## src/core/kbdsc_pkg.sv

```systemverilog
// kbdsc_pkg: shared constants of the keyboard and display scanner
package kbdsc_pkg;
  // ----------------------------------------
  // timing
  // ----------------------------------------
  localparam int CLK_NS = 50;
  localparam int NUM_LINES = 8;
  localparam int SCAN_HZ = 180;
  localparam int SCAN_LINE_CYC = 1000000000 / (SCAN_HZ * NUM_LINES * CLK_NS);
  localparam int DEBOUNCE_MS = 11;
  localparam int DEBOUNCE_CYC = DEBOUNCE_MS * 1000000 / CLK_NS;
  localparam int RET_PULSE_CYC = 4;
  localparam int GAS_CHAR_CYC = 32;
  localparam int FIFO_DEPTH = 8;
  localparam int DISP_DEPTH = 20;
  localparam logic [3:0] FIFO_FULL = 4'h8;
  localparam logic [5:0] PTR_LAST = 6'h27;
  // ----------------------------------------
  // register map
  // ----------------------------------------
  localparam logic [3:0] ADDR_MODE = 4'h0;
  localparam logic [3:0] ADDR_CLEAR = 4'h1;
  localparam logic [3:0] ADDR_PTR = 4'h2;
  localparam logic [3:0] ADDR_DATA = 4'h3;
  localparam logic [3:0] ADDR_FIFO = 4'h4;
  localparam logic [3:0] ADDR_STATUS = 4'h5;
  localparam logic [3:0] ADDR_SROW = 4'h6;
  localparam int STAT_OVR_BIT = 4;
  localparam int STAT_SENS_BIT = 5;
  localparam int MODE_DISP_LSB = 2;
  localparam int MODE_KBD_LSB = 0;
  // ----------------------------------------
  // modes, blanks, states
  // ----------------------------------------
  localparam logic [1:0] DISP_INDIV = 2'h0;
  localparam logic [1:0] DISP_GAS20 = 2'h1;
  localparam logic [1:0] DISP_GAS18 = 2'h2;
  localparam logic [1:0] DISP_GAS16 = 2'h3;
  localparam logic [1:0] KBD_SENSOR = 2'h0;
  localparam logic [1:0] KBD_SCAN = 2'h1;
  localparam logic [1:0] KBD_ENC = 2'h2;
  localparam logic [1:0] RST_DISP = DISP_GAS16;
  localparam logic [1:0] RST_KBD = KBD_SCAN;
  localparam logic [4:0] GAS_LEN20 = 5'h14;
  localparam logic [4:0] GAS_LEN18 = 5'h12;
  localparam logic [4:0] GAS_LEN16 = 5'h10;
  localparam logic [3:0] BLANK_INDIV = 4'hf;
  localparam logic [5:0] BLANK_GAS = 6'h20;
  typedef enum logic [2:0] {
    DB_IDLE = 3'b001,
    DB_WAIT = 3'b010,
    DB_CHECK = 3'b100
  } kbdsc_db_e;
endpackage : kbdsc_pkg

```

## src/core/kbdsc_top.sv

```systemverilog
// kbdsc_top: keyboard and display scanning controller
`timescale 1ns/10ps
// Summary of operation
// - eight scan lines carry a single rotating high bit
// - bank select toggles after each full pass, high for digits eight to fifteen
// - individual mode refreshes both display registers on ports in step with scan
// - gas mode: port A bit 3 is display reset, bit 2 display clock
// - gas mode recirculates 16, 18 or 20 six-bit characters on own timing
// - return lines held low for sensor, pulsed low scanning, floating encoded
// - shift key is active high and only used while scanning a keyboard
// - active-low interrupt asserted while a key character is buffered, or from a sensor change until a FIFO read
// - control input is control key scanning, character strobe when encoded
// - low level on reset input resets the device, except the FIFO and sensor memory contents
// - eight-entry character FIFO, reused as sensor memory in sensor mode
// - scanned keys are debounced with two-key rollover
// - modes: encoded 8-bit, 64 keys plus shift and control, 64 sensors
// - display registers serve as hex, alphanumeric or indicator arrays
// - read data driven only in the cycle that returns it
// - mode write: upper bits pick display mode, lower bits keyboard mode
// - reset selects scanned keyboard and sixteen-character gas display
// - eleven millisecond key bounce delay while scanning a keyboard
// - clear resets scan logic and fills display memory with blanks
module kbdsc_top #(
  parameter int P_SCAN_CYC = kbdsc_pkg::SCAN_LINE_CYC,
  parameter int P_DEB_CYC = kbdsc_pkg::DEBOUNCE_CYC
) (
  input wire logic i_clk,
  input wire logic i_rst_n,
  input wire logic [3:0] i_addr,
  input wire logic [7:0] i_wdata,
  input wire logic i_wr,
  input wire logic i_rd,
  output logic [7:0] o_rdata,
  output logic [7:0] o_scan_lines,
  output logic o_row_bank_select,
  output logic [3:0] o_display_port_a,
  output logic [3:0] o_display_port_b,
  input wire logic [7:0] i_return_lines,
  output logic [7:0] o_return_lines,
  output logic [7:0] o_return_lines_oe,
  input wire logic i_shift_key,
  input wire logic i_ctrl_strobe,
  output logic o_int_n
);
  import kbdsc_pkg::*;

  localparam int SW = $clog2(P_SCAN_CYC);
  localparam int DW = $clog2(P_DEB_CYC);
  localparam int GW = $clog2(GAS_CHAR_CYC);

  // ----------------------------------------
  // pin synchronisers
  // ----------------------------------------
  logic [9:0] sync1;
  logic [9:0] sync2;
  logic ctrl_q;
  logic [7:0] ret;
  logic shift;
  logic ctrl;

  // two flops on every pin input; only sync2 is read
  // asynchronous low reset
  always_ff @(posedge i_clk or negedge i_rst_n) begin
    if (!i_rst_n) begin
      sync1 <= 10'h000;
      sync2 <= 10'h000;
      ctrl_q <= 1'b0;
    end else begin
      sync1 <= {i_ctrl_strobe, i_shift_key, i_return_lines};
      sync2 <= sync1;
      ctrl_q <= sync2[9];
    end
  end
  assign ret = sync2[7:0];
  assign shift = sync2[8];
  assign ctrl = sync2[9];

  // ----------------------------------------
  // register strobes and mode
  // ----------------------------------------
  logic [1:0] disp_mode;
  logic [1:0] kbd_mode;
  logic clr_hit;
  logic data_hit;
  logic fifo_rd;

  assign clr_hit = i_wr && (i_addr == ADDR_CLEAR);
  assign data_hit = (i_wr || i_rd) && (i_addr == ADDR_DATA);
  assign fifo_rd = i_rd && (i_addr == ADDR_FIFO);

  always_ff @(posedge i_clk or negedge i_rst_n) begin
    if (!i_rst_n) begin
      disp_mode <= RST_DISP;
      kbd_mode <= RST_KBD;
    end else if (i_wr && (i_addr == ADDR_MODE)) begin
      disp_mode <= i_wdata[MODE_DISP_LSB +: 2];
      kbd_mode <= i_wdata[MODE_KBD_LSB +: 2];
    end
  end

  // ----------------------------------------
  // scan timing
  // ----------------------------------------
  logic [SW-1:0] scan_cnt;
  logic [2:0] line;
  logic bank;
  logic line_end;

  assign line_end = (scan_cnt == SW'(P_SCAN_CYC - 1));

  always_ff @(posedge i_clk or negedge i_rst_n) begin
    if (!i_rst_n) begin
      scan_cnt <= '0;
      line <= 3'h0;
      bank <= 1'b0;
      o_scan_lines <= 8'h01;
    end else if (clr_hit) begin
      scan_cnt <= '0;
      line <= 3'h0;
      bank <= 1'b0;
      o_scan_lines <= 8'h01;
    end else if (line_end) begin
      scan_cnt <= '0;
      line <= line + 3'h1;
      o_scan_lines <= {o_scan_lines[6:0], o_scan_lines[7]};
      if (line == 3'h7) begin
        bank <= ~bank;
      end
    end else begin
      scan_cnt <= scan_cnt + SW'(1);
    end
  end
  assign o_row_bank_select = bank;

  // ----------------------------------------
  // display memory and pointer
  // ----------------------------------------
  logic [3:0] disp_a [DISP_DEPTH];
  logic [3:0] disp_b [DISP_DEPTH];
  logic [5:0] ptr;
  logic [4:0] pidx;

  assign pidx = ptr[5:1];

  // pointer alternates A and B, so any layout can be loaded
  always_ff @(posedge i_clk or negedge i_rst_n) begin
    if (!i_rst_n) begin
      ptr <= 6'h00;
    end else if (clr_hit) begin
      ptr <= 6'h00;
    end else if (i_wr && (i_addr == ADDR_PTR)) begin
      ptr <= (i_wdata[5:0] > PTR_LAST) ? 6'h00 : i_wdata[5:0];
    end else if (data_hit) begin
      ptr <= (ptr == PTR_LAST) ? 6'h00 : ptr + 6'h01;
    end
  end

  // clear fills blanks per display mode
  always_ff @(posedge i_clk or negedge i_rst_n) begin
    if (!i_rst_n) begin
      for (int i = 0; i < DISP_DEPTH; i++) begin
        disp_a[i] <= {2'b00, BLANK_GAS[5:4]};
        disp_b[i] <= BLANK_GAS[3:0];
      end
    end else if (clr_hit) begin
      for (int i = 0; i < DISP_DEPTH; i++) begin
        disp_a[i] <= (disp_mode == DISP_INDIV) ? BLANK_INDIV : {2'b00, BLANK_GAS[5:4]};
        disp_b[i] <= (disp_mode == DISP_INDIV) ? BLANK_INDIV : BLANK_GAS[3:0];
      end
    end else if (i_wr && (i_addr == ADDR_DATA)) begin
      if (ptr[0]) begin
        disp_b[pidx] <= i_wdata[3:0];
      end else begin
        disp_a[pidx] <= i_wdata[3:0];
      end
    end
  end

  // ----------------------------------------
  // display output ports
  // ----------------------------------------
  logic [GW-1:0] gas_cnt;
  logic [4:0] gidx;
  logic [4:0] gas_len;
  logic gas_clk;
  logic char_end;
  logic [3:0] indiv_a;
  logic [3:0] indiv_b;

  // character count from mode, not tied to scan
  always_comb begin
    case (disp_mode)
      DISP_GAS20: gas_len = GAS_LEN20;
      DISP_GAS18: gas_len = GAS_LEN18;
      default: gas_len = GAS_LEN16;
    endcase
  end
  assign char_end = (gas_cnt == GW'(GAS_CHAR_CYC - 1));
  assign gas_clk = gas_cnt[GW-1];
  assign indiv_a = disp_a[{1'b0, bank, line}];
  assign indiv_b = disp_b[{1'b0, bank, line}];

  always_ff @(posedge i_clk or negedge i_rst_n) begin
    if (!i_rst_n) begin
      gas_cnt <= '0;
      gidx <= 5'h00;
    end else if (clr_hit || disp_mode == DISP_INDIV) begin
      gas_cnt <= '0;
      gidx <= 5'h00;
    end else begin
      gas_cnt <= gas_cnt + GW'(1);
      if (char_end) begin
        gidx <= (gidx >= gas_len - 5'h01) ? 5'h00 : gidx + 5'h01;
      end
    end
  end

  // refresh digit chosen by bank and line
  // reset and clock on port A upper bits
  always_ff @(posedge i_clk or negedge i_rst_n) begin
    if (!i_rst_n) begin
      o_display_port_a <= 4'h0;
      o_display_port_b <= 4'h0;
    end else if (disp_mode == DISP_INDIV) begin
      o_display_port_a <= indiv_a;
      o_display_port_b <= indiv_b;
    end else begin
      o_display_port_a <= {gidx == 5'h00, gas_clk, disp_a[gidx][1:0]};
      o_display_port_b <= disp_b[gidx];
    end
  end

  // ----------------------------------------
  // return line drive
  // ----------------------------------------
  // hold low, pulse low, or float
  always_ff @(posedge i_clk or negedge i_rst_n) begin
    if (!i_rst_n) begin
      o_return_lines_oe <= 8'h00;
    end else if (kbd_mode == KBD_SENSOR) begin
      o_return_lines_oe <= 8'hff;
    end else if (kbd_mode == KBD_SCAN && scan_cnt < SW'(RET_PULSE_CYC)) begin
      o_return_lines_oe <= 8'hff;
    end else begin
      o_return_lines_oe <= 8'h00;
    end
  end
  assign o_return_lines = 8'h00;

  // ----------------------------------------
  // key scanning and debounce
  // ----------------------------------------
  kbdsc_db_e db_state;
  logic [DW-1:0] deb_cnt;
  logic [7:0] key_state [NUM_LINES];
  logic [7:0] new_bits;
  logic [2:0] new_col;
  logic [2:0] pend_row;
  logic [2:0] pend_col;
  logic [1:0] pend_mod;
  logic scan_push;

  // lowest newly closed switch on this row
  always_comb begin
    new_bits = ret & ~key_state[line];
    new_col = 3'h0;
    for (int c = 7; c >= 0; c--) begin
      if (new_bits[c]) begin
        new_col = 3'(c);
      end
    end
  end

  // remember held keys so a second press is seen
  always_ff @(posedge i_clk or negedge i_rst_n) begin
    if (!i_rst_n) begin
      for (int r = 0; r < NUM_LINES; r++) begin
        key_state[r] <= 8'h00;
      end
    end else if (line_end && kbd_mode == KBD_SCAN) begin
      key_state[line] <= ret;
    end
  end

  // bounce delay before confirming a key
  // shift captured only in scanned mode
  // control key joins the code when scanning
  always_ff @(posedge i_clk or negedge i_rst_n) begin
    if (!i_rst_n) begin
      db_state <= DB_IDLE;
      deb_cnt <= '0;
      pend_row <= 3'h0;
      pend_col <= 3'h0;
      pend_mod <= 2'h0;
    end else if (clr_hit || kbd_mode != KBD_SCAN) begin
      db_state <= DB_IDLE;
      deb_cnt <= '0;
    end else begin
      case (db_state)
        DB_IDLE: begin
          if (line_end && (|new_bits)) begin
            pend_row <= line;
            pend_col <= new_col;
            pend_mod <= {ctrl, shift};
            deb_cnt <= '0;
            db_state <= DB_WAIT;
          end
        end
        DB_WAIT: begin
          deb_cnt <= deb_cnt + DW'(1);
          if (deb_cnt == DW'(P_DEB_CYC - 1)) begin
            db_state <= DB_CHECK;
          end
        end
        DB_CHECK: begin
          if (line_end && line == pend_row) begin
            db_state <= DB_IDLE;
          end
        end
        default: db_state <= DB_IDLE;
      endcase
    end
  end
  assign scan_push = (db_state == DB_CHECK) && line_end && (line == pend_row)
                     && ret[pend_col] && kbd_mode == KBD_SCAN && !clr_hit;

  // ----------------------------------------
  // character FIFO and sensor memory
  // ----------------------------------------
  logic [7:0] fifo [FIFO_DEPTH];
  logic [2:0] wp;
  logic [2:0] rp;
  logic [3:0] fifo_cnt;
  logic [2:0] srow;
  logic enc_push;
  logic push;
  logic push_ok;
  logic pop;
  logic [7:0] push_code;
  logic overrun;
  logic sens_chg;
  logic sens_write;

  // encoder strobe rising edge loads a character
  assign enc_push = kbd_mode == KBD_ENC && ctrl && !ctrl_q && !clr_hit;
  assign push = scan_push || enc_push;
  assign push_code = enc_push ? ret : {pend_mod, pend_row, pend_col};
  assign push_ok = push && (fifo_cnt != FIFO_FULL || pop);
  assign pop = fifo_rd && fifo_cnt != 4'h0 && kbd_mode != KBD_SENSOR;
  assign sens_write = kbd_mode == KBD_SENSOR && line_end && !clr_hit;

  // shared storage: queue or per-row sensor image
  always_ff @(posedge i_clk) begin
    if (sens_write) begin
      fifo[line] <= ret;
    end else if (push_ok) begin
      fifo[wp] <= push_code;
    end
  end

  always_ff @(posedge i_clk or negedge i_rst_n) begin
    if (!i_rst_n) begin
      wp <= 3'h0;
      rp <= 3'h0;
      fifo_cnt <= 4'h0;
    end else if (clr_hit || kbd_mode == KBD_SENSOR) begin
      wp <= 3'h0;
      rp <= 3'h0;
      fifo_cnt <= 4'h0;
    end else begin
      wp <= push_ok ? wp + 3'h1 : wp;
      rp <= pop ? rp + 3'h1 : rp;
      fifo_cnt <= fifo_cnt + {3'h0, push_ok} - {3'h0, pop};
    end
  end

  // sticky flags; a new event beats the read that clears it
  always_ff @(posedge i_clk or negedge i_rst_n) begin
    if (!i_rst_n) begin
      overrun <= 1'b0;
      sens_chg <= 1'b0;
      srow <= 3'h0;
    end else if (clr_hit) begin
      overrun <= 1'b0;
      sens_chg <= 1'b0;
    end else begin
      if (push && !push_ok) begin
        overrun <= 1'b1;
      end else if (i_rd && i_addr == ADDR_STATUS) begin
        overrun <= 1'b0;
      end
      if (sens_write && fifo[line] != ret) begin
        sens_chg <= 1'b1;
      end else if (fifo_rd && kbd_mode == KBD_SENSOR) begin
        sens_chg <= 1'b0;
      end
      if (i_wr && i_addr == ADDR_SROW) begin
        srow <= i_wdata[2:0];
      end
    end
  end

  assign o_int_n = !((fifo_cnt != 4'h0) || sens_chg);

  // ----------------------------------------
  // read port
  // ----------------------------------------
  // data valid only the cycle after a read
  always_ff @(posedge i_clk or negedge i_rst_n) begin
    if (!i_rst_n) begin
      o_rdata <= 8'h00;
    end else if (i_rd) begin
      case (i_addr)
        ADDR_MODE: o_rdata <= {4'h0, disp_mode, kbd_mode};
        ADDR_PTR: o_rdata <= {2'h0, ptr};
        ADDR_DATA: o_rdata <= {4'h0, ptr[0] ? disp_b[pidx] : disp_a[pidx]};
        ADDR_FIFO: o_rdata <= (kbd_mode == KBD_SENSOR) ? fifo[srow] : fifo[rp];
        ADDR_STATUS: o_rdata <= {2'h0, sens_chg, overrun, fifo_cnt};
        ADDR_SROW: o_rdata <= {5'h00, srow};
        default: o_rdata <= 8'h00;
      endcase
    end else begin
      o_rdata <= 8'h00;
    end
  end
endmodule : kbdsc_top

```

## config.mk

```make
export PLATFORM = sky130hd
export DESIGN_NAME = kbdsc_top
export DESIGN_NICKNAME = d
export VERILOG_FILES = /design/src/core/kbdsc_pkg.sv /design/src/core/kbdsc_top.sv
export SDC_FILE = /design/constraint.sdc
export NUM_CORES = 1
export LEC_CHECK = 0
export BUFFER_PORTS_ARGS = -buffer_cell sky130_fd_sc_hd__buf_2
export CELL_PAD_IN_SITES_DETAIL_PLACEMENT = 1
export CELL_PAD_IN_SITES_GLOBAL_PLACEMENT = 1
export CORE_MARGIN = 3
export CORE_UTILIZATION = 51
export DETAILED_ROUTE_END_ITERATION = 10
export PLACE_DENSITY = 0.77
export SYNTH_ARGS = -nofsm -noshare
export SYNTH_HDL_FRONTEND = slang
export SYNTH_SLANG_ARGS = --single-unit
```

## constraint.sdc

```tcl
create_clock -name i_clk -period 3.6 [get_ports i_clk]
set_clock_uncertainty 0.15 [all_clocks]
set_input_delay 0.18 -clock i_clk [delete_from_list [all_inputs] [get_ports i_clk]]
set_output_delay 0.18 -clock i_clk [all_outputs]
set_load 0.01 [all_outputs]
```

==> results_dict.tcl, run 1 <==
set metrics [dict create \
    status "finished clean" \
    rr_startpoint "db_state[2]" \
    fmax_mhz 299 \
    ir_drop_mv 0.368 \
    layout_common_cells "dfrtp_1 (321), a21oi_1 (228), nor2_1 (216)" \
    cp_num_buf_inv 1 \
    drc 0 \
    fillerInstances 4511 \
    area_growth_pct 14.0 \
    layout.nets 2117 \
    drive_gt1_share_pct 25.9 \
    critPathMaxFanout 9 \
    dieHeight_um 217 \
    power.internal_w 0.0110 \
    p_switching_w 0.00593 \
    async_flop_share_pct 84.6 \
    grt_max_degree 109 \
    cp_top_family "compound AO/OA/AOI/OAI gates" \
    drt_iter0_markers 2082 \
    slew_headroom_pct 15.1 \
    antenna_found_initial 1 \
    cp_data_arrival_time_ns 3.64 \
    period_minus_slack_ns 3.34 \
    setup_violations 0 \
    start_util_pct 52.1 \
    ys_ff_latch 416 \
    cts_tree "built" \
    cts_sinks 416 \
    yosysSeqAreaShare_pct 47.6 \
    cts_root_buf "clkbuf_16" \
    drtAntennaViolNets 0 \
    dp_hpwl_mm 52.7 \
    grt_use_total_pct 32.7 \
    wl_per_cell_um 28.3 \
    vias 18300 \
    grt_pass1_vias 19500 \
    critPathRequiredTime_ns 3.90 \
    syn_area_per_cell_um2 11.4 \
    cpPeakStageDelay_ns 0.54 \
    holdCritPathClass "input pin to async pin" \
    num_rows 76 \
    grt_remaining_overflow 0 \
    slowest_stage "or3b_2" \
    dr.pass1.iters 5 \
    post-route-util_pct 59.4 \
    clock_path_buffers 3 \
    synth_area_um2 22600 \
    startpoint "db_state[2]" \
    pin_count 68 \
    viasPerCell 6.78 \
    dieArea_um2 46900 \
    p_seq_share_pct 38.8 \
    tightest_slew_ns 1.27 \
    multiInputGateArea_um2 11100 \
    hold_violations 0 \
    leakage_nw 10.6 \
    grt_pass1_wl_mm 118 \
    ys_types 85 \
    numCtsBuffers 47 \
    rsz0062_at_grt "false" \
    cts_max_level 2 \
    place_congestion 0.944 \
    clkSlewWorstSetupHoldPaths_ns 0.06 \
    final_common_cell "dfrtp_1" \
    timing.final.crit_share_pct 92.8 \
    slew_violations 0 \
    yosys_warnings 0 \
    swShare_pct 35.0 \
    core_area_um2 43500 \
    clock_latency_ns 0.61 \
    fin_cells 2693 \
    power.density_nw_per_um2 656 \
    share_clk_of_total_power_pct 29.4 \
    synth_ff_type "dfrtp_1" \
    synthCells 1977 \
    dp_cells 2583 \
    timing.hold.ws_ns 0.0329 \
    crit_path_end_kind "register" \
    regArea_um2 10800 \
    dieWidth_um 217 \
    rrSetupSlack_ns 0.26 \
    crit_chain "or3b_2 -> a2111oi_1 -> nand4_1 -> a21o_1 -> o21ai_0 -> ha_1 -> inv_1 -> fa_1 -> xor2_1 -> nor2_1" \
    worstSetupPathType "register to register" \
    maxCapViolations 0 \
    port-buffer-count 57 \
    synth_edf_count 64 \
    startpoint_type "register" \
    p_comb_share_pct 31.8 \
    finalSetupTns_ns 0 \
    wirelength_mm 76.2 \
]
-- through the flow --
stage          setup slack [ns]  total power (W)  area (um2)
2_1_floorplan             0.251          0.00977       22700
3_3_place_gp              0.311           0.0116       24000
3_5_place_dp              0.222           0.0118       24000
4_1_cts                   0.185           0.0169       25800
5_1_grt                  0.0519           0.0176       25800
6_report                  0.259           0.0169       25800
-- area by class of cell --
cell class	instances	area share (%)
Clock inverter	15	0.844
Clock buffer	73	5.29
Timing Repair Buffer	194	5.77
Multi-Input combinational cell	1377	43.0
Sequential cell	416	41.8
Tap cell	585	2.84
Antenna cell	1	0.00970
Inverter	32	0.466
-- repair_timing --
action / CTS / global route
hold buffers: 21 / 0
endpoints found under the setup margin: 0 / 9
setup buffers: 0 / 0
gates resized for setup: 0 / 1
endpoints found under the hold margin: 130 / 0
-- power by group through the flow --
stage | combinational, W | sequential [W] | clock [W]
6_report | 0.00539 | 0.00656 | 0.00498
5_1_grt | 0.00571 | 0.00666 | 0.00524
4_1_cts | 0.00530 | 0.00653 | 0.00505
3_5_place_dp | 0.00521 | 0.00660 | 0
3_3_place_gp | 0.00505 | 0.00654 | 0
2_1_floorplan | 0.00374 | 0.00604 | 0
-- cell usage after synthesis (15+ instances only) --
cell type / instances / area share (%)
a21oi_1: 230 / 5.1
a221oi_1: 21 / 0.81
a22oi_1: 25 / 0.83
a31oi_1: 27 / 0.75
and2_1: 16 / 0.44
buf_1: 15 / 0.25
buf_2: 24 / 0.53
buf_4: 19 / 0.63
clkbuf_1: 95 / 1.6
dfrtp_1: 327 / 36
dfstp_2: 25 / 2.9
edfxtp_1: 64 / 8.5
ha_1: 22 / 1.2
inv_1: 32 / 0.53
mux2_2: 109 / 5.4
mux2i_1: 59 / 2.6
mux4_2: 127 / 13
nand2_1: 105 / 1.7
nand3_1: 37 / 0.82
nor2_1: 217 / 3.6
nor2b_1: 20 / 0.55
nor3_1: 29 / 0.64
o21ai_0: 50 / 1.1
o22a_1: 62 / 2.4
xor2_1: 18 / 0.70
-- sequential cells by signal, summed over array words and instances, names as in the netlist, 3 cells and up --
name and count:
fifo_cnt 4, disp_b 80, key_state 64, scan_cnt 14, line 3, o_display_port_a 4, gas_cnt 5, db_state 3
rp 3, disp_a 80, deb_cnt 18, sync2 10, fifo 64, pend_row 3, o_rdata 8, gidx 5
ptr 6, pend_col 3, srow 3, o_display_port_b 4, o_scan_lines 8, wp 3, sync1 10
-- kinds of logic (layout without fill, tap and decap cells) --
logic type | count (synthesis) | count (layout) | synth area share [%]
other cells | 1 | 9 | 0.0166
xor+xnor | 31 | 31 | 1.20
simple gates | 502 | 502 | 10.3
compound gates | 517 | 517 | 15.0
fa+ha+maj | 23 | 23 | 1.30
flops | 416 | 416 | 47.6
mux | 296 | 296 | 20.8
buf+inv | 191 | 314 | 3.82
-- per-layer routing --
layer	routed length [um]	track usage (%)
met5	0	0
met4	3140	13.3
met3	6790	6.23
met2	35600	52.4
met1	30600	44.3
-- worst paths after layout --
kind | cells after the start | endpoint
setup reg to reg | 10 | fifo_cnt[2]
setup / recovery | 10 | fifo_cnt[2]
min in group i_clk | 5 | disp_mode[1]
hold reg to reg | 0 | sync2[9]
max in group asynchronous | 3 | key_state[45]
hold / removal | 2 | o_display_port_a[2]
No activity file was read; power rests on OpenSTA's default activity.
==> run 2, diff against run 1 <==
- CELL_PAD_IN_SITES_DETAIL_PLACEMENT: 1 -> default
- CELL_PAD_IN_SITES_GLOBAL_PLACEMENT: 1 -> default
- CORE_MARGIN: 3 -> 5
- CORE_UTILIZATION: 51 -> 63
- PLACE_DENSITY: 0.77 -> 0.78
==> results_dict.tcl, run 2 (synthesis gave the netlist of run 1 again) <==
set metrics [dict create \
    power.density_nw_per_um2 653 \
    clock_latency_ns 0.59 \
    cts_max_level 2 \
    rsz0062_at_grt "false" \
    dieHeight_um 200 \
    crit_path_end_kind "register" \
    drt_iter0_markers 2245 \
    drtAntennaViolNets 0 \
    dieArea_um2 39800 \
    start_util_pct 63.8 \
    drive_gt1_share_pct 25.6 \
    cp_data_arrival_time_ns 3.48 \
    timing.final.crit_share_pct 93.4 \
    leakage_nw 10.5 \
    largestRegisters "disp_a x80, disp_b x80" \
    diodes 0 \
    cts_tree "built" \
    post-route-util_pct 71.9 \
    clkSlewWorstSetupHoldPaths_ns 0.06 \
    dr.pass1.iters 7 \
    worstSetupPathType "register to register" \
    startpoint_type "register" \
    layout.nets 2102 \
    grt_remaining_overflow 0 \
    dp_hpwl_mm 45.5 \
    grt_max_degree 91 \
    critPathMaxFanout 9 \
    worstHoldStart "i_addr[1]" \
    vias 17900 \
    worstRegToRegCells 8 \
    tightest_slew_ns 1.05 \
    grt_pass1_vias 18000 \
    final_common_cell "dfrtp_1" \
    cts_sinks 416 \
    ir_drop_mv 0.671 \
    slew_violations 0 \
    clock_path_buffers 3 \
    holdCritPathClass "input pin to register" \
    grt_pass1_wl_mm 104 \
    layout_common_cells "dfrtp_1 (321), a21oi_1 (228), nor2_1 (216)" \
    numCtsBuffers 44 \
    antenna_found_initial 1 \
    wl_per_cell_um 26.1 \
    drc 0 \
    num_rows 69 \
    status "finished clean" \
    power_w 0.0167 \
    rrSetupSlack_ns 0.24 \
    area_growth_pct 12.7 \
    cts_root_buf "clkbuf_16" \
    min_path_cells 4 \
    post_cts_buffers 0 \
    grt_use_total_pct 33.8 \
    dieWidth_um 200 \
    fmax_mhz 297 \
    rr_startpoint "db_state[2]" \
    maxCapViolations 0 \
    min_to "disp_mode[1]" \
    viasPerCell 7.03 \
    period_minus_slack_ns 3.36 \
    critPathRequiredTime_ns 3.72 \
    core_area_um2 35500 \
    hold_violations 0 \
    pin_count 68 \
    finalSetupTns_ns 0 \
    port-buffer-count 57 \
    slew_headroom_pct 30.1 \
    setup_violations 0 \
    wirelength_mm 66.6 \
    r2r-end "fifo[5][0]" \
    place_congestion 1.02 \
]
[run 2: cell type report]
type,instances,area (um2)
flip-flops and latches,416,10800
clock buffers,66,1320
clock inverters,16,243
repair buffers,182,1370
fillers,2379,9990
inverters,32,120
well taps,461,577
multi-input cells,1377,11100
[run 2: power by group]
group / switching [W] / internal (W) / leakage [nW] / total, W
Clock: 0.00192 / 0.00296 / 0.762 / 0.00488
Sequential: 0.000938 / 0.00552 / 5.18 / 0.00646
Combinational: 0.00287 / 0.00244 / 4.53 / 0.00531
Total: 0.00573 / 0.0109 / 10.5 / 0.0167
[run 2: how the worst max path moves through the flow]
| stage | startpoint | endpoint | cells past startpoint |
|---|---|---|---|
| after floorplan | line[0] | fifo[0][0] | 10 |
| after global placement | db_state[2] | fifo[4][1] | 7 |
| after detailed placement | db_state[2] | fifo[5][1] | 8 |
| after CTS | db_state[2] | fifo[5][0] | 8 |
| after global routing | db_state[2] | fifo[0][3] | 7 |
| final | db_state[2] | fifo[5][0] | 8 |
[run 2: repair_timing]
action / CTS / global route
hold buffers: 21 / 0
endpoints found under the setup margin: 0 / 113
gates resized for setup: 0 / 1
hold endpoints to repair: 130 / 0
[run 2: metal layers]
| layer | up-vias | share of wire, % | GRT usage [%] | wire length (um) |
|---|---|---|---|---|
| met3 | 247 | 13 | 10.6 | 8460 |
| met4 | 2 | 4.6 | 13.0 | 3050 |
| li1 | 7602 | - | - | - |
| met1 | 8872 | 37 | 45.4 | 24500 |
| met2 | 1192 | 46 | 52.0 | 30600 |
| met5 | - | 0.011 | 0 | 7 |
[run 2: worst max-delay path: stages, from the launching register on]
cell       delay (ns)
dfrtp_1          0.43
or3b_2           0.55
a2111oi_1        0.49
nand4_1          0.21
a21o_1           0.29
buf_4            0.19
o32a_1           0.35
nor2_1           0.13
buf_4            0.24
[run 2: metrics by stage]
step / std cells / hold slack (ns) / instance area, um2 / worst slack, ns
after detailed placement: 2447 / 0.114 / 23700 / 0.258
after global routing: 2550 / 0.0811 / 25500 / 0.000941
after global placement: 2447 / 0.114 / 23700 / 0.407
after CTS: 2550 / 0.000775 / 25500 / 0.222
final: 2550 / 0.0411 / 25500 / 0.238
after floorplan: 1984 / -0.266 / 22700 / 0.251
